===== config.mk =====
export PLATFORM = sky130hd
export DESIGN_NAME = io_ctl_router
export DESIGN_NICKNAME = d
export VERILOG_FILES = /design/src/core/pin_sync.v /design/src/core/io_cell.v /design/src/core/io_ctl_router.v
export VERILOG_INCLUDE_DIRS = /design/src /design/src/core
export SDC_FILE = /design/constraint.sdc
export NUM_CORES = 1
export LEC_CHECK = 0
export ABC_AREA = 1
export BUFFER_PORTS_ARGS = -buffer_cell sky130_fd_sc_hd__buf_2
export CORE_AREA = 5 5 186 188
export CTS_BUF_LIST = sky130_fd_sc_hd__clkbuf_16
export CTS_CLUSTER_SIZE = 40
export DETAILED_ROUTE_END_ITERATION = 10
export DIE_AREA = 0 0 191 193
export SYNTH_ARGS = -nofsm -noshare
export SYNTH_HDL_FRONTEND = slang
export SYNTH_SLANG_ARGS = --single-unit

===== constraint.sdc =====
create_clock -name mclk -period 1.45 [get_ports mclk]
set_input_delay 0.0725 -clock mclk [delete_from_list [all_inputs] [get_ports mclk]]
set_output_delay 0.0725 -clock mclk [all_outputs]
set_load 0.02 [all_outputs]

===== src/core/io_ctl_map.vh =====
`ifndef IO_CTL_MAP_VH
`define IO_CTL_MAP_VH

// shared control bus shape
`define NUM_CTL_LINES    12
`define NUM_DED_OE       6
`define NUM_GATE_SLOTS   6
`define NUM_BUS_OE       8
`define NUM_DED_PINS     6
`define NUM_DED_CLK      2
`define NUM_LOWSKEW      4
`define NUM_CLUSTERS     4

// gate slots and their alternate roles
`define SLOT_IO_BUS_CLOCK_0        0
`define SLOT_OE6         1
`define SLOT_IO_BUS_CLEAR_0        2
`define SLOT_OE7         3
`define SLOT_IO_BUS_CLEAR_1        4
`define SLOT_IO_BUS_CLOCK_1        5

// line source select codes (4 bits)
`define SRC_W            4
`define SRC_PIN_BASE     4'h0
`define SRC_CLU_BASE     4'h6
`define SRC_COLUMN       4'hA

// per-cell clock select (2 bits)
`define CLK_BUS0         2'h0
`define CLK_BUS1         2'h1
`define CLK_PIN0         2'h2
`define CLK_PIN1         2'h3

// per-cell clear select (2 bits)
`define CLR_NONE         2'h0
`define CLR_BUS0         2'h1
`define CLR_BUS1         2'h2

// per-cell gate / drive select (4 bits)
`define CKE_DIRECT       4'h6
`define CKE_ALWAYS       4'h7
`define OE_DIRECT        4'h8
`define OE_ALWAYS        4'h9

// routing channels
`define NUM_ROW_CELLS    4
`define NUM_COL_CELLS    2
`define NUM_CELLS        6
`define ROW_CHANNELS     144
`define ROW_PER_PIN      18
`define ROW_CELLS_SIDE   8
`define COL_CHANNELS     24
`define COL_PER_PIN      16
`define COL_CELL_STEP    8
`define DAT_SEL_W        5

`endif


===== src/core/pin_sync.v =====
`timescale 1ns/1ps
`default_nettype none

module pin_sync #(
  parameter W = 1
) (
  input  wire         mclk,
  input  wire         reset,
  input  wire [W-1:0] pin_in,
  output wire [W-1:0] level_out
);

  reg [W-1:0] s1_ff;
  reg [W-1:0] s2_ff;
  reg [W-1:0] s3_ff;
  reg [W-1:0] level_ff;

  assign level_out = level_ff;

  // a change counts only once stages two and three agree
  always @(posedge mclk) begin
    if (reset) begin
      s1_ff    <= {W{1'b0}};
      s2_ff    <= {W{1'b0}};
      s3_ff    <= {W{1'b0}};
      level_ff <= {W{1'b0}};
    end else begin
      s1_ff    <= pin_in;
      s2_ff    <= s1_ff;
      s3_ff    <= s2_ff;
      level_ff <= (s2_ff & s3_ff) | (level_ff & (s2_ff | s3_ff));
    end
  end

endmodule // pin_sync

`default_nettype wire


===== src/core/io_cell.v =====
`timescale 1ns/1ps
`default_nettype none

module io_cell (
  input  wire       mclk,
  input  wire       reset,
  input  wire       chip_rst,
  input  wire       clk_lvl,
  input  wire       cke,
  input  wire       clr,
  input  wire       oe,
  input  wire       out_mode,
  input  wire       reg_mode,
  input  wire       dat,
  input  wire       pin_in,
  output wire       q,
  output wire       pin_out,
  output wire       pin_oe,
  output wire [1:0] ch_drive
);

  reg       clk_prev_ff;
  reg       q_ff;
  reg       pin_out_ff;
  reg       pin_oe_ff;
  reg [1:0] ch_drive_ff;
  wire      clk_edge;

  assign clk_edge = clk_lvl & ~clk_prev_ff;
  assign q        = q_ff;
  assign pin_out  = pin_out_ff;
  assign pin_oe   = pin_oe_ff;
  assign ch_drive = ch_drive_ff;

  always @(posedge mclk) begin
    if (reset) begin
      clk_prev_ff <= 1'b0;
    end else begin
      clk_prev_ff <= clk_lvl;
    end
  end

  // clear is sampled, not truly async: one clock domain only
  always @(posedge mclk) begin
    if (reset || chip_rst) begin
      q_ff <= 1'b0;
    end else if (clr) begin
      q_ff <= 1'b0;
    end else if (clk_edge && cke) begin
      q_ff <= out_mode ? dat : pin_in;
    end
  end

  always @(posedge mclk) begin
    if (reset) begin
      pin_out_ff  <= 1'b0;
      pin_oe_ff   <= 1'b0;
      ch_drive_ff <= 2'h0;
    end else begin
      pin_out_ff  <= reg_mode ? q_ff : dat;
      pin_oe_ff   <= out_mode & oe;
      // input cell feeds two channels at once
      ch_drive_ff <= out_mode ? 2'h0 : {2{reg_mode ? q_ff : pin_in}};
    end
  end

endmodule // io_cell

`default_nettype wire


===== src/core/io_ctl_router.v =====
`timescale 1ns/1ps
`default_nettype none
`include "io_ctl_map.vh"

// Summary of operation
// - twelve shared lines; each cell picks controls
// - bus limits: eight OE, six CKE, two CLK/CLR
// - cells may take CKE/OE direct from logic
// - cells may clock from two dedicated pins
// - lines sourced from pins, clusters, column route
// - chip reset low clears every cell register
// - six OE lines; six gate slots with alternates
// - four bus lines may drive low-skew nets
// - internally driven net ignores its dedicated pin
// - chip output enable low tri-states all pins
// - input cell drives two row channels
// - row-end output takes one row channel
// - row mux reaches 18 of 144 channels
// - column-end cell drives two channels, muxes output
// - column cells reach channel sets eight apart that overlap in channels 8 to 15
// - column mux reaches 16 of 24 channels
module io_ctl_router (
  input  wire                                     mclk,
  input  wire                                     reset,
  input  wire [`NUM_DED_PINS-1:0]                 ded_pin,
  input  wire [`NUM_DED_CLK-1:0]                  ded_clk_pin,
  input  wire                                     chip_rst_n,
  input  wire                                     chip_oe_n,
  input  wire                                     chip_oe_feature,
  input  wire [`NUM_CTL_LINES*`NUM_CLUSTERS-1:0]  cluster_first_cell,
  input  wire [`NUM_CTL_LINES-1:0]                column_route,
  input  wire [`NUM_CTL_LINES*`SRC_W-1:0]         line_src_sel,
  input  wire [`NUM_GATE_SLOTS-1:0]               slot_alt,
  input  wire [`NUM_LOWSKEW-1:0]                  lowskew_internal,
  input  wire [`NUM_CELLS*2-1:0]                  cell_clk_sel,
  input  wire [`NUM_CELLS*2-1:0]                  cell_clr_sel,
  input  wire [`NUM_CELLS*4-1:0]                  cell_cke_sel,
  input  wire [`NUM_CELLS*4-1:0]                  cell_oe_sel,
  input  wire [`NUM_CELLS*`DAT_SEL_W-1:0]         cell_dat_sel,
  input  wire [`NUM_CELLS-1:0]                    cell_out_mode,
  input  wire [`NUM_CELLS-1:0]                    cell_reg_mode,
  input  wire [`NUM_CELLS-1:0]                    direct_cke,
  input  wire [`NUM_CELLS-1:0]                    direct_oe,
  input  wire [`ROW_CHANNELS-1:0]                 row_chan,
  input  wire [`COL_CHANNELS-1:0]                 col_chan,
  input  wire [`NUM_CELLS-1:0]                    io_pin_in,
  output wire [`NUM_CELLS-1:0]                    io_pin_out,
  output wire [`NUM_CELLS-1:0]                    io_pin_oe,
  output wire [`NUM_CELLS-1:0]                    io_reg_q,
  output wire [`NUM_ROW_CELLS*2-1:0]              row_drive,
  output wire [`NUM_COL_CELLS*2-1:0]              col_drive,
  output wire [`NUM_CTL_LINES-1:0]                ctl_bus,
  output wire [`NUM_LOWSKEW-1:0]                  lowskew_net,
  output wire [`NUM_LOWSKEW-1:0]                  ded_pin_unused
);

  // picks one bit of a vector by index, out of range gives zero
  function pick_bit;
    input [255:0] vec;
    input [7:0]   idx;
    begin
      pick_bit = vec[idx];
    end
  endfunction

  wire [`NUM_DED_PINS-1:0]   ded_pin_s;
  wire [`NUM_DED_CLK-1:0]    ded_clk_s;
  wire [1:0]                 chip_ctl_s;
  wire [`NUM_CELLS-1:0]      io_pin_s;
  wire                       chip_rst;
  wire                       chip_oe_s;

  pin_sync #(
    .W(`NUM_DED_PINS)
  ) u_sync_ded (
    .mclk      (mclk),
    .reset     (reset),
    .pin_in    (ded_pin),
    .level_out (ded_pin_s)
  );

  pin_sync #(
    .W(`NUM_DED_CLK)
  ) u_sync_clk (
    .mclk      (mclk),
    .reset     (reset),
    .pin_in    (ded_clk_pin),
    .level_out (ded_clk_s)
  );

  // active-low pins inverted ahead of the sync: its cleared state then reads as idle
  pin_sync #(
    .W(2)
  ) u_sync_chip (
    .mclk      (mclk),
    .reset     (reset),
    .pin_in    ({~chip_oe_n, ~chip_rst_n}),
    .level_out (chip_ctl_s)
  );

  pin_sync #(
    .W(`NUM_CELLS)
  ) u_sync_io (
    .mclk      (mclk),
    .reset     (reset),
    .pin_in    (io_pin_in),
    .level_out (io_pin_s)
  );

  assign chip_rst  = chip_ctl_s[0] & ~reset;
  assign chip_oe_s = chip_ctl_s[1];

  // shared control lines
  reg  [`NUM_CTL_LINES-1:0] ctl_ff;
  assign ctl_bus = ctl_ff;

  genvar li;
  generate
    for (li = 0; li < `NUM_CTL_LINES; li = li + 1) begin : g_line
      wire [`SRC_W-1:0]        src;
      wire [`NUM_CLUSTERS-1:0] clu;
      reg                      nxt_line;
      assign src = line_src_sel[li*`SRC_W +: `SRC_W];
      assign clu = cluster_first_cell[li*`NUM_CLUSTERS +: `NUM_CLUSTERS];
      always @* begin
        if (src < `SRC_CLU_BASE) begin
          nxt_line = pick_bit({250'h0, ded_pin_s}, {4'h0, src});
        end else if (src < `SRC_COLUMN) begin
          nxt_line = pick_bit({252'h0, clu}, {4'h0, src - `SRC_CLU_BASE});
        end else if (src == `SRC_COLUMN) begin
          nxt_line = column_route[li];
        end else begin
          nxt_line = 1'b0;
        end
      end
      always @(posedge mclk) begin
        if (reset) begin
          ctl_ff[li] <= 1'b0;
        end else begin
          ctl_ff[li] <= nxt_line;
        end
      end
    end
  endgenerate

  // line roles: 0..5 dedicated drive, 6..11 gate slots
  wire [`NUM_GATE_SLOTS-1:0] slot_line;
  assign slot_line = ctl_ff[`NUM_CTL_LINES-1:`NUM_DED_OE];

  wire [`NUM_BUS_OE-1:0]     bus_oe;
  wire [`NUM_GATE_SLOTS-1:0] io_clk_gate;
  wire                       io_bus_clock_0;
  wire                       io_bus_clock_1;
  wire                       io_bus_clear_0;
  wire                       io_bus_clear_1;
  wire                       pin_drive_ctl_6;
  wire                       pin_drive_ctl_7;

  // a slot serves as gate or as its alternate, never both
  assign io_clk_gate     = slot_line & ~slot_alt;
  assign io_bus_clock_0  = slot_line[`SLOT_IO_BUS_CLOCK_0] & slot_alt[`SLOT_IO_BUS_CLOCK_0];
  assign io_bus_clock_1  = slot_line[`SLOT_IO_BUS_CLOCK_1] & slot_alt[`SLOT_IO_BUS_CLOCK_1];
  assign io_bus_clear_0  = slot_line[`SLOT_IO_BUS_CLEAR_0] & slot_alt[`SLOT_IO_BUS_CLEAR_0];
  assign io_bus_clear_1  = slot_line[`SLOT_IO_BUS_CLEAR_1] & slot_alt[`SLOT_IO_BUS_CLEAR_1];
  assign pin_drive_ctl_6 = slot_line[`SLOT_OE6] & slot_alt[`SLOT_OE6];
  assign pin_drive_ctl_7 = slot_line[`SLOT_OE7] & slot_alt[`SLOT_OE7];
  assign bus_oe = {pin_drive_ctl_7, pin_drive_ctl_6, ctl_ff[`NUM_DED_OE-1:0]};

  // low-skew nets
  reg  [`NUM_LOWSKEW-1:0] lowskew_ff;
  wire [`NUM_LOWSKEW-1:0] bus_global;
  wire                    lowskew_net_0;
  wire                    lowskew_net_3;

  assign bus_global = {slot_line[`SLOT_IO_BUS_CLOCK_1], slot_line[`SLOT_OE7],
                       slot_line[`SLOT_OE6], slot_line[`SLOT_IO_BUS_CLOCK_0]};
  assign lowskew_net    = lowskew_ff;
  assign lowskew_net_0  = lowskew_ff[0];
  assign lowskew_net_3  = lowskew_ff[3];
  // pin left unused whenever logic owns the net
  assign ded_pin_unused = lowskew_internal;

  always @(posedge mclk) begin
    if (reset) begin
      lowskew_ff <= {`NUM_LOWSKEW{1'b0}};
    end else begin
      lowskew_ff <= (bus_global & lowskew_internal) |
                    (ded_pin_s[`NUM_LOWSKEW-1:0] & ~lowskew_internal);
    end
  end

  // io cells
  wire [`NUM_CELLS-1:0]   cell_pin_oe;
  wire [`NUM_CELLS*2-1:0] cell_ch;
  reg                     oe_kill_ff;

  always @(posedge mclk) begin
    if (reset) begin
      oe_kill_ff <= 1'b0;
    end else begin
      oe_kill_ff <= chip_oe_feature & chip_oe_s;
    end
  end

  // global drive-off overrides every cell enable
  assign io_pin_oe = cell_pin_oe & {`NUM_CELLS{~oe_kill_ff}};
  assign row_drive = cell_ch[`NUM_ROW_CELLS*2-1:0];
  assign col_drive = cell_ch[`NUM_CELLS*2-1:`NUM_ROW_CELLS*2];

  genvar ci;
  generate
    for (ci = 0; ci < `NUM_CELLS; ci = ci + 1) begin : g_cell
      wire [1:0]            clk_sel;
      wire [1:0]            clr_sel;
      wire [3:0]            cke_sel;
      wire [3:0]            oe_sel;
      wire [`DAT_SEL_W-1:0] dsel;
      wire [31:0]           cell_base;
      wire [7:0]            row_idx;
      wire [7:0]            col_idx;
      reg                   clk_lvl;
      reg                   clr;
      reg                   cke;
      reg                   oe;
      reg                   dat;
      assign clk_sel = cell_clk_sel[ci*2 +: 2];
      assign clr_sel = cell_clr_sel[ci*2 +: 2];
      assign cke_sel = cell_cke_sel[ci*4 +: 4];
      assign oe_sel  = cell_oe_sel[ci*4 +: 4];
      assign dsel    = cell_dat_sel[ci*`DAT_SEL_W +: `DAT_SEL_W];
      assign cell_base = (ci < `NUM_ROW_CELLS) ? ci : (ci - `NUM_ROW_CELLS) * `COL_CELL_STEP;
      // eight cells a side: the row step is a shift by three
      assign row_idx   = {dsel, 3'h0} + cell_base[7:0];
      assign col_idx   = {3'h0, dsel} + cell_base[7:0];

      always @* begin
        case (clk_sel)
          `CLK_BUS0: clk_lvl = io_bus_clock_0;
          `CLK_BUS1: clk_lvl = io_bus_clock_1;
          `CLK_PIN0: clk_lvl = ded_clk_s[0];
          default:   clk_lvl = ded_clk_s[1];
        endcase
        case (clr_sel)
          `CLR_BUS0: clr = io_bus_clear_0;
          `CLR_BUS1: clr = io_bus_clear_1;
          default:   clr = 1'b0;
        endcase
        if (cke_sel < `CKE_DIRECT) begin
          cke = pick_bit({250'h0, io_clk_gate}, {4'h0, cke_sel});
        end else if (cke_sel == `CKE_DIRECT) begin
          cke = direct_cke[ci];
        end else if (cke_sel == `CKE_ALWAYS) begin
          cke = 1'b1;
        end else begin
          cke = 1'b0;
        end
        if (oe_sel < `OE_DIRECT) begin
          oe = pick_bit({248'h0, bus_oe}, {4'h0, oe_sel});
        end else if (oe_sel == `OE_DIRECT) begin
          oe = direct_oe[ci];
        end else if (oe_sel == `OE_ALWAYS) begin
          oe = 1'b1;
        end else begin
          oe = 1'b0;
        end
        if (ci < `NUM_ROW_CELLS) begin
          // row cell k sees channels k, k+8, ... k+136
          if (dsel < `ROW_PER_PIN) begin
            dat = pick_bit({112'h0, row_chan}, row_idx);
          end else begin
            dat = 1'b0;
          end
        end else begin
          // column cells see windows shifted by eight
          if (dsel < `COL_PER_PIN) begin
            dat = pick_bit({232'h0, col_chan}, col_idx);
          end else begin
            dat = 1'b0;
          end
        end
      end

      io_cell u_cell (
        .mclk     (mclk),
        .reset    (reset),
        .chip_rst (chip_rst),
        .clk_lvl  (clk_lvl),
        .cke      (cke),
        .clr      (clr),
        .oe       (oe),
        .out_mode (cell_out_mode[ci]),
        .reg_mode (cell_reg_mode[ci]),
        .dat      (dat),
        .pin_in   (io_pin_s[ci]),
        .q        (io_reg_q[ci]),
        .pin_out  (io_pin_out[ci]),
        .pin_oe   (cell_pin_oe[ci]),
        .ch_drive (cell_ch[ci*2 +: 2])
      );
    end
  endgenerate

endmodule // io_ctl_router

`default_nettype wire


==> results of run 1 <==
## cell families (layout without fill, tap and decap cells)
kind of cell | Yosys count | in the layout | synth area share
simple gates | 561 | 561 | 0.2854
compound gates | 336 | 336 | 0.2459
buf+inv | 260 | 694 | 0.1350
flops | 111 | 111 | 0.2775
fa+ha+maj | 36 | 36 | 0.05624
other cells | 0 | 3 | 0
## per-layer routing
metal | vias up | GRT usage | routed length, um
met3 | 79 | 0.05924 | 3158
met5 | - | 0 | 201
li1 | 5144 | - | -
met4 | 32 | 0.04503 | 770
met2 | 386 | 0.3009 | 16180
met1 | 4522 | 0.2038 | 13760
## what timing repair did
action,4_1_cts,5_1_grt
endpoints found under the hold margin,34,0
resized for setup,13,20
hold buffers,37,0
endpoints found under the setup margin,6,8
pin swaps,3,7
## cell usage after synthesis, types with 13 or more instances
cell type	instances	area, um2
nand2_1	260	975.9
inv_1	194	728.2
nor2_1	175	656.9
o21ai_0	113	565.5
dfxtp_1	111	2222
nand3_1	103	515.5
a21oi_1	95	475.5
o211ai_1	69	518.0
ha_1	36	450.4
buf_4	23	172.7
clkbuf_1	21	78.83
o21ai_1	13	65.06
## power groups by stage
stage               combinational (mW)  sequential [mW]  clock, mW
floorplan                        0.928             3.30          0
global placement                  1.90             3.28          0
detailed placement                1.93             3.29          0
CTS                               2.02             3.22       2.58
global route                      2.27             3.23       2.71
finish                            2.02             3.22       2.47
## layout make-up
cell class / instances / area [um2] / area share
Antenna cell: 3 / 7.507 / 0.0006646
Clock buffer: 9 / 225.2 / 0.01994
Inverter: 205 / 769.5 / 0.06812
Tap cell: 448 / 560.5 / 0.04962
Timing Repair Buffer: 473 / 2666 / 0.2360
Clock inverter: 7 / 58.81 / 0.005206
Sequential cell: 111 / 2236 / 0.1979
Multi-Input combinational cell: 933 / 4772 / 0.4225
## worst reg2reg max path, stage by stage (launching register included)
cell and delay [ns]:
dfxtp_4 0.38, nand2_1 0.11, o211ai_1 0.23, nand2_1 0.13
nor3_2 0.15, nand2_2 0.12, nor2_1 0.10, nand2_1 0.06
a21oi_1 0.11
## how the worst max path moves through the flow
| stage | to | cells after the start |
|---|---|---|
| 2_1_floorplan | g_cell[4].u_cell.q | 10 |
| 3_3_place_gp | g_cell[4].u_cell.q | 12 |
| 3_5_place_dp | g_cell[0].u_cell.q | 10 |
| 4_1_cts | g_cell[0].u_cell.q | 10 |
| 5_1_grt | g_cell[0].u_cell.q | 8 |
| 6_report | g_cell[0].u_cell.q | 8 |
## through the flow
| stage | utilization | cell area [um2] | worst slack (ns) | setup TNS (ns) | total power, mW |
|---|---|---|---|---|---|
| 2_1_floorplan | - | 8011 | 0.01498 | 0 | 4.232 |
| 3_3_place_gp | 0.3203 | 10550 | -0.09057 | -0.3848 | 5.180 |
| 3_5_place_dp | 0.3203 | 10550 | -0.1586 | -0.6507 | 5.214 |
| 4_1_cts | 0.3412 | 11240 | -0.03121 | -0.03121 | 7.818 |
| 5_1_grt | 0.3428 | 11290 | -0.09873 | -0.3025 | 8.208 |
| 6_report | 0.3429 | 11300 | 0.002141 | 0 | 7.701 |
==> results.tsv, run 1 <==
stage	metric	value	unit
final_layout	area delta synth->final	41.04	%
worst_setup_path	critical path type	reg -> reg	
drt	post-DR wirelength/cell	15.57	um
timing	hold_ws	-0.01264	ns
cts	clock-pin slew on the worst setup and hold paths	0.08	ns
status	outcome	complete, but fails checks	
power	Clk network pwr share	0.320	
timing	Tcrit/Tclk final	0.9985	
synth	YS warnings	0	
timing	Slew Limit Fails	0	
power	Power Dens Cells	681.7	nW/um2
worst_setup_path	most frequent CP cell	nand2_1	
worst_setup_path	CP Buf/Inv Count	0	
final_layout	max reg flops	12	
drt	Routed Antenna Nets	0	
final_layout	Layout Cells excl Fill	2189	
status	failing checks	hold timing	
final_layout	post-layout net count	2200	
synth	Top FF cell, synth	dfxtp_1	
placement	Inst Count DP	2133	
worst_setup_path	Critical Path RT	1.74	ns
grt	GRT overflow	0	
grt	initial antenna violation count	21	
final_layout	commonest non-fill, non-tap cell in the layout	buf_2	
timing	Worst Skew	0.01730	ns
drt	Post-Route WL	34.07	mm
worst_setup_path	CP arrival	1.73	ns
grt	largest net degree at the start of global routing	40	
die	Total Die Area	36860	um2
drt	via count	10160	
timing	final count of negative-setup-slack endpoints	0	
worst_setup_path	worst reg2reg path depth	8	
power	sw power	2.465	mW
synth	Mapped Area	8009	um2
cts	# Post-CTS Setup Buffers	0	
worst_setup_path	Max FO, Critical Path	5	
final_layout	most frequent cells in the layout	407 x buf_2, 254 x nand2_1, 193 x inv_1	
cts	CTS H-tree lvls	3	
min_path	hold path depth	2	
synth	post-synthesis cell type count	36	
synth	syn_nets	1771	
power	Logic pwr share	0.262	
worst_setup_path	CP delay by family, top	simple AND/OR/NAND/NOR gates	
cts	TritonCTS clock tree	yes	
worst_setup_path	Worst setup SP type	flop	
power	Internal Power	5.236	mW
cts	CTS Buf Count	9	
drt	drt drc	0	
worst_setup_path	beginning of the critical path	ctl_bus[11]	
timing	minimum clock period after layout	1.448	ns
die	I/O pin total	481	
grt	vias in the first global route	9374	
worst_setup_path	slowest CP cell	dfxtp_4	
cts	CTS root buf	clkbuf_16	
worst_setup_path	FF-to-FF End	g_cell[0].u_cell.q	
die	row count	67	
timing	final hold violations	1	
timing	Slew headroom	0.7581	
synth	sequential element share of the synthesized area	0.2775	
synth	Syn Area/Cell	6.142	um2
synth	Post-Synthesis Cells	1304	
die	Core Region	32950	um2
timing	RSZ-0062 raised after global routing	yes	
power	Max VDD drop	0.0006909	V
worst_setup_path	CP peak stage delay	0.38	ns
die	Die H	193	um
synth	number of flops mapped to enable cells by yosys	0	
placement	GPL Wtd Cong	0.8849	
min_path	Worst Hold Path EP	g_cell[4].u_cell.ch_drive[0]	
min_path	worst hold path class	in -> reg	
min_path	worst hold start	cell_out_mode[4]	
final_layout	# fillers	3638	
worst_setup_path	R2R setup slack	0.002	ns
worst_setup_path	endpoint class of the critical path	flop	
die	Starting Density	0.2431	
timing	fmax	690.7	MHz
timing	Slew @ Worst Pin	0.3590	ns
worst_setup_path	RR Startpoint	ctl_bus[11]	
run	number of max-cap violations	0	
cts	Max clock buf depth	2	
power	P_leak	5.691	nW
worst_setup_path	worst-path cell chain	nand2_1 -> o211ai_1 -> nand2_1 -> nor3_2 -> nand2_2 -> nor2_1 -> nand2_1 -> a21oi_1	
power	Sw Share	0.3201	
power	Flop pwr share	0.418	
placement	Port-buffer cells	408	
grt	global-route wire length before repair	50.04	mm
final_layout	layout cell share with drive strength beyond 1	0.2842	
die	die width	191	um
cts	worst skew pair latency	0.36	ns
cts	# clock sinks	111	
synth	#FFs+latches synth	111	
drt	Vias/cell	4.643	
drt	initial DRC count	419	
grt	Tot GR Track Use	0.1726	
synth	FFs w/ async S/R, synth	0	
placement	HPWL Detailed	28.55	mm
drt	1st-pass router iterations	6	
Note: power is estimated with default switching activity, not from simulation.
==> run 2, diff against run 1 <==
--- a/config.mk
+++ b/config.mk
@@ -9,10 +9,11 @@
 export ABC_AREA = 1
 export BUFFER_PORTS_ARGS = -buffer_cell sky130_fd_sc_hd__buf_2
 export CORE_AREA = 5 5 186 188
-export CTS_BUF_LIST = sky130_fd_sc_hd__clkbuf_16
+export CTS_BUF_LIST = sky130_fd_sc_hd__clkbuf_8
 export CTS_CLUSTER_SIZE = 40
 export DETAILED_ROUTE_END_ITERATION = 10
 export DIE_AREA = 0 0 191 193
+export REMOVE_ABC_BUFFERS = 1
 export SYNTH_ARGS = -nofsm -noshare
 export SYNTH_HDL_FRONTEND = slang
 export SYNTH_SLANG_ARGS = --single-unit
==> results.tsv, run 2 (synthesis gave the netlist of run 1 again) <==
stage	metric	value	unit
status	outcome	finished, final reports clean	
power	P_leak	5.834	nW
placement	HPWL Detailed	27.90	mm
timing	Slew @ Worst Pin	0.4409	ns
timing	hold_ws	0.03859	ns
final_layout	post-layout net count	2240	
die	Starting Density	0.2431	
timing	Tcrit/Tclk final	0.9972	
drt	Routed Antenna Nets	0	
die	row count	67	
final_layout	commonest non-fill, non-tap cell in the layout	buf_2	
timing	Slew Limit Fails	0	
final_layout	area delta synth->final	44.85	%
run	number of max-cap violations	0	
die	Core Region	32950	um2
die	Die H	193	um
worst_setup_path	Worst setup SP type	flop	
drt	1st-pass router iterations	5	
placement	DP Worst Slack	-0.1663	ns
grt	vias in the first global route	9705	
drt	initial DRC count	437	
min_path	worst hold path class	in -> reg	
cts	CTS H-tree lvls	3	
power	Power Dens Cells	632.3	nW/um2
placement	GPL Wtd Cong	0.8944	
timing	Slew headroom	0.7043	
final_layout	most frequent cells in the layout	407 x buf_2, 248 x nand2_1, 194 x inv_1	
worst_setup_path	endpoint class of the critical path	flop	
cts	worst skew pair latency	0.39	ns
timing	fmax	691.6	MHz
cts	TritonCTS clock tree	yes	
timing	RSZ-0062 raised after global routing	yes	
final_layout	layout cell share with drive strength beyond 1	0.2970	
timing	setup_tns	0	ns
placement	Port-buffer cells	408	
drt	Post-Route WL	33.59	mm
grt	largest net degree at the start of global routing	26	
worst_setup_path	Critical Path RT	1.78	ns
worst_setup_path	CP arrival	1.78	ns
timing	final count of negative-setup-slack endpoints	0	
drt	via count	10190	
timing	Worst Skew	0.01175	ns
worst_setup_path	Max FO, Critical Path	6	
grt	GRT overflow	0	
die	die width	191	um
power	Max VDD drop	0.0004275	V
cts	# clock sinks	111	
worst_setup_path	critical path type	reg -> reg	
drt	drt drc	0	
drt	Vias/cell	4.573	
grt	initial antenna violation count	13	
cts	Max clock buf depth	2	
grt	Tot GR Track Use	0.1710	
die	I/O pin total	481	
timing	final hold violations	0	
die	Total Die Area	36860	um2
final_layout	max reg flops	12	
cts	clock-pin slew on the worst setup and hold paths	0.11	ns
cts	CTS Buf Count	9	
timing	final setup slack of the worst path	0.004066	ns
cts	CTS root buf	clkbuf_8	
grt	global-route wire length before repair	50.16	mm
timing	minimum clock period after layout	1.446	ns
drt	post-DR wirelength/cell	15.07	um
==> run 2: critical path: stages, from the launching register on <==
cell and delay (ns):
dfxtp_2 0.35, inv_2 0.04, or2_4 0.27, o21ai_2 0.12, nor2_1 0.06, o21ai_2 0.12
nand2_2 0.10, nor2_1 0.09, nand2_1 0.05, nand2_1 0.05, nand2_1 0.06, nor2_2 0.09
==> run 2: worst paths after layout <==
| kind | start | endpoint | slack (ns) | cells past startpoint |
|---|---|---|---|---|
| max | ctl_bus[9] | g_cell[4].u_cell.q | 0.004 | 11 |
| min | cell_oe_sel[15] | g_cell[3].u_cell.pin_oe | 0.04 | 4 |
| max reg2reg | ctl_bus[9] | g_cell[4].u_cell.q | 0.004 | 11 |
| min reg2reg | u_sync_io.s1_ff[2] | u_sync_io.s2_ff[2] | 0.41 | 2 |
==> run 2: area by class of cell <==
class	count	area [um2]
well taps	448	560.5
inverters	205	772.0
clock inverters	7	78.83
multi-input cells	933	4810
clock buffers	9	123.9
repair buffers	513	3010
diodes	3	7.507
flip-flops and latches	111	2238
fillers	3591	21340
==> run 2: per-layer routing <==
layer	vias up	part of all wire	track usage
met1	4535	0.42	0.2034
li1	5219	-	-
met3	63	0.076	0.04897
met2	354	0.48	0.3020
met5	-	0.0044	0
met4	22	0.024	0.04834
==> run 2: stage by stage <==
stage / cell area [um2] / cells / util / power [mW]
after detailed placement: 10670 / 2150 / 0.3237 / 5.223
final: 11600 / 2229 / 0.3521 / 7.335
after CTS: 11500 / 2225 / 0.3490 / 7.445
after global placement: 10670 / 2150 / 0.3237 / 5.192
after global routing: 11600 / 2227 / 0.3520 / 7.840
after floorplan: 7697 / 1249 / - / 4.127
==> run 2: where the power goes <==
group	internal (mW)	switching, mW
logic	0.949	1.14
clock network	0.827	1.19
registers	3.15	0.0706
==> run 2: what timing repair did <==
item / 4_1_cts / 5_1_grt
hold buffers: 58 / 0
endpoints found under the hold margin: 55 / 0
buffers inserted: 1 / 1
pin swaps: 5 / 11
setup endpoints to repair: 6 / 8
resized for setup: 20 / 28
==> run 3, diff against run 2 <==
--- a/config.mk
+++ b/config.mk
@@ -6,13 +6,13 @@
 export SDC_FILE = /design/constraint.sdc
 export NUM_CORES = 1
 export LEC_CHECK = 0
-export ABC_AREA = 1
+export ABC_AREA = 0
 export BUFFER_PORTS_ARGS = -buffer_cell sky130_fd_sc_hd__buf_2
-export CORE_AREA = 5 5 186 188
+export CORE_AREA = 5 5 183 185
 export CTS_BUF_LIST = sky130_fd_sc_hd__clkbuf_8
 export CTS_CLUSTER_SIZE = 40
 export DETAILED_ROUTE_END_ITERATION = 10
-export DIE_AREA = 0 0 191 193
+export DIE_AREA = 0 0 188 190
 export REMOVE_ABC_BUFFERS = 1
 export SYNTH_ARGS = -nofsm -noshare
 export SYNTH_HDL_FRONTEND = slang
==> results.tsv, run 3 <==
stage	metric	value	unit
status	outcome	complete, but fails checks	
status	failing checks	setup timing	
synth	Mapped Area	7777	um2
drt	DR WL met2	16.31	mm
power	sw power	2.135	mW
synth	top area cells in the synthesized netlist	dfxtp_1 29%, mux4_2 14%, mux2i_1 8.6%	
synth	Post-Synthesis Cells	809	
worst_setup_path	Worst setup SP type	flop	
drt	Vias/cell	4.838	
synth	leading area contributor after synthesis	dfxtp_1	
power	Clk network pwr share	0.264	
worst_setup_path	critical path type	reg -> reg	
cts	CTS Buf Count	9	
synth	Syn Area/Cell	9.614	um2
placement	Inst Count DP	1637	
final_layout	most frequent cells in the layout	407 x buf_2, 98 x dfxtp_1, 70 x nor2b_1	
worst_setup_path	endpoint class of the critical path	flop	
drt	WL met3	2.305	mm
run	number of max-cap violations	0	
drt	drt drc	0	
placement	Port-buffer cells	408	
grt	Tot GR Track Use	0.1676	
power	Max VDD drop	0.0003729	V
worst_setup_path	CP delay by family, top	compound AO/OA/AOI/OAI gates	
power	Sw Share	0.3048	
cts	# clock sinks	111	
final_layout	layout cell share with drive strength beyond 1	0.4869	
placement	HPWL Detailed	26.26	mm
power	P_leak	5.366	nW
drt	1st-pass router iterations	6	
placement	Placement Cell Area	10560	um2
synth	largest family of logic cells by synthesized area	multiplexers	
timing	setup_tns	-1.357	ns
placement	GPL Wtd Cong	0.9498	
drt	via count	8287	
die	die width	188	um
grt	vias in the first global route	8571	
worst_setup_path	slowest CP cell	dfxtp_4	
die	Die H	190	um
timing	final setup slack of the worst path	-0.1959	ns
synth	number of flops mapped to enable cells by yosys	0	
synth	XOR/XNOR share of the synthesized area	0	
timing	Slew headroom	0.5098	
cts	CTS H-tree lvls	3	
synth	post-synthesis cell type count	52	
synth	sequential element share of the synthesized area	0.2857	
drt	met1 wire length	12.56	mm
synth	Top FF cell, synth	dfxtp_1	
worst_setup_path	CP Buf/Inv Count	0	
final_layout	post-layout net count	1763	
final_layout	max reg flops	12	
timing	final count of negative-setup-slack endpoints	17	
power	Flop pwr share	0.455	
cts	Max clock buf depth	2	
power	Internal Power	4.870	mW
die	row count	66	
synth	YS warnings	0	
die	Core Region	31880	um2
cts	CTS root buf	clkbuf_8	
final_layout	area delta synth->final	50.24	%
synth	post-synthesis adder-cell area fraction	0.05792	
grt	GRT overflow	0	
timing	Slew Limit Fails	0	
die	I/O pin total	481	
drt	Post-Route WL	31.86	mm
synth	FFs w/ async S/R, synth	0	
grt	global-route wire length before repair	47.33	mm
cts	TritonCTS clock tree	yes	
final_layout	fin area	11690	um2
worst_setup_path	CP arrival	1.98	ns
timing	hold_ws	0.03843	ns
timing	Worst Skew	0.01750	ns
timing	Slew @ Worst Pin	0.7260	ns
timing	Tcrit/Tclk final	1.135	
timing	final hold violations	0	
worst_setup_path	Critical Path RT	1.78	ns
power	Logic pwr share	0.281	
timing	RSZ-0062 raised after global routing	yes	
synth	Synth Area in Compound Gates	0.1496	
drt	Routed Antenna Nets	0	
power	total power	7.005	mW
timing	minimum clock period after layout	1.646	ns
grt	initial antenna violation count	9	
worst_setup_path	Max FO, Critical Path	8	
min_path	worst hold path class	in -> reg	
drt	highest metal used	met5	
drt	initial DRC count	255	
worst_setup_path	worst-path cell chain	or3b_4 -> a211oi_4 -> o311ai_2 -> a311o_1 -> a21oi_2	
synth	most numerous cell in the Yosys netlist	dfxtp_1	
final_layout	# fillers	3278	
power	Power Dens Cells	599.5	nW/um2
die	Total Die Area	35720	um2
synth	post-synth top area share	0.2857	
synth	simple-gate portion of the synthesized area	0.2040	
synth	#FFs+latches synth	111	
cts	clock-pin slew on the worst setup and hold paths	0.12	ns
worst_setup_path	CP peak stage delay	0.42	ns
die	Starting Density	0.2440	
final_layout	commonest non-fill, non-tap cell in the layout	buf_2	
drt	post-DR wirelength/cell	18.60	um
timing	fmax	607.6	MHz
final_layout	Layout Cells excl Fill	1713	
grt	largest net degree at the start of global routing	49	
synth	multiplexer share of the synthesized area	0.2412	
synth	top post-synthesis cells by count	111 x dfxtp_1, 75 x nor2b_1, 67 x mux2i_1	
cts	worst skew pair latency	0.39	ns
## run 3: changes by cell type after synthesis, sizes merged, moves of 75 or more
| cell | delta |
|---|---|
| inv | -168 |
| nand2 | -221 |
| nand3 | -89 |
| nor2 | -123 |
| nor2b | +75 |
| o21ai | -92 |
## run 3: cell type report
class	count	area [um2]	share of cell area
timing repair buffer	536	3193	0.2733
sequential	111	2263	0.1937
antenna	5	12.51	0.001071
tap	408	510.5	0.04369
clock buffer	10	137.6	0.01178
clock inverter	5	41.29	0.003534
multi-input combinational	601	5388	0.4611
inverter	37	138.9	0.01189
## run 3: power groups by stage
stage | registers [mW] | logic [mW] | clock network [mW]
after detailed placement | 3.27 | 1.78 | 0
after CTS | 3.19 | 1.94 | 1.95
after global placement | 3.27 | 1.75 | 0
after global routing | 3.20 | 2.14 | 2.06
after floorplan | 3.28 | 0.660 | 0
final | 3.19 | 1.97 | 1.85
## run 3: final timing paths
kind	startpoint	end	slack [ns]	depth (start not counted)
setup reg to reg	ctl_bus[6]	g_cell[1].u_cell.q	-0.20	5
setup / recovery	ctl_bus[6]	g_cell[1].u_cell.q	-0.20	5
hold reg to reg	u_sync_chip.level_out[1]	oe_kill_ff	0.43	2
hold / removal	cell_oe_sel[9]	g_cell[2].u_cell.pin_oe	0.04	3
## run 3: through the flow
step,utilization,worst slack (ns)
after floorplan,-,-0.3377
after CTS,0.3594,-0.1722
after global placement,0.3312,-0.3841
final,0.3666,-0.1959
after detailed placement,0.3312,-0.4262
after global routing,0.3663,-0.2839
## run 3: worst register-to-register path, stage by stage, from the launching register on
cell      delay, ns
dfxtp_4        0.42
or3b_4         0.41
a211oi_4       0.25
o311ai_2       0.11
a311o_1        0.30
a21oi_2        0.11
## run 3: timing repair
action                                 CTS  global route
endpoints found under the hold margin   47             2
hold buffers                            48             2
pin swaps                               24            25
setup endpoints to repair               26            24
setup buffers                            5             7
gates resized for setup                 75            45
## run 3: metal layers
layer  up-vias  track usage
li1       3980            -
met1      3899       0.1927
met2       349       0.3064
met3        47      0.04679
met4        12      0.04320
met5         -            0
## run 3: kinds of logic after synthesis
family | count (synthesis)
fa+ha+maj | 36
compound gates | 167
buf+inv | 97
flops | 111
mux | 125
simple gates | 273
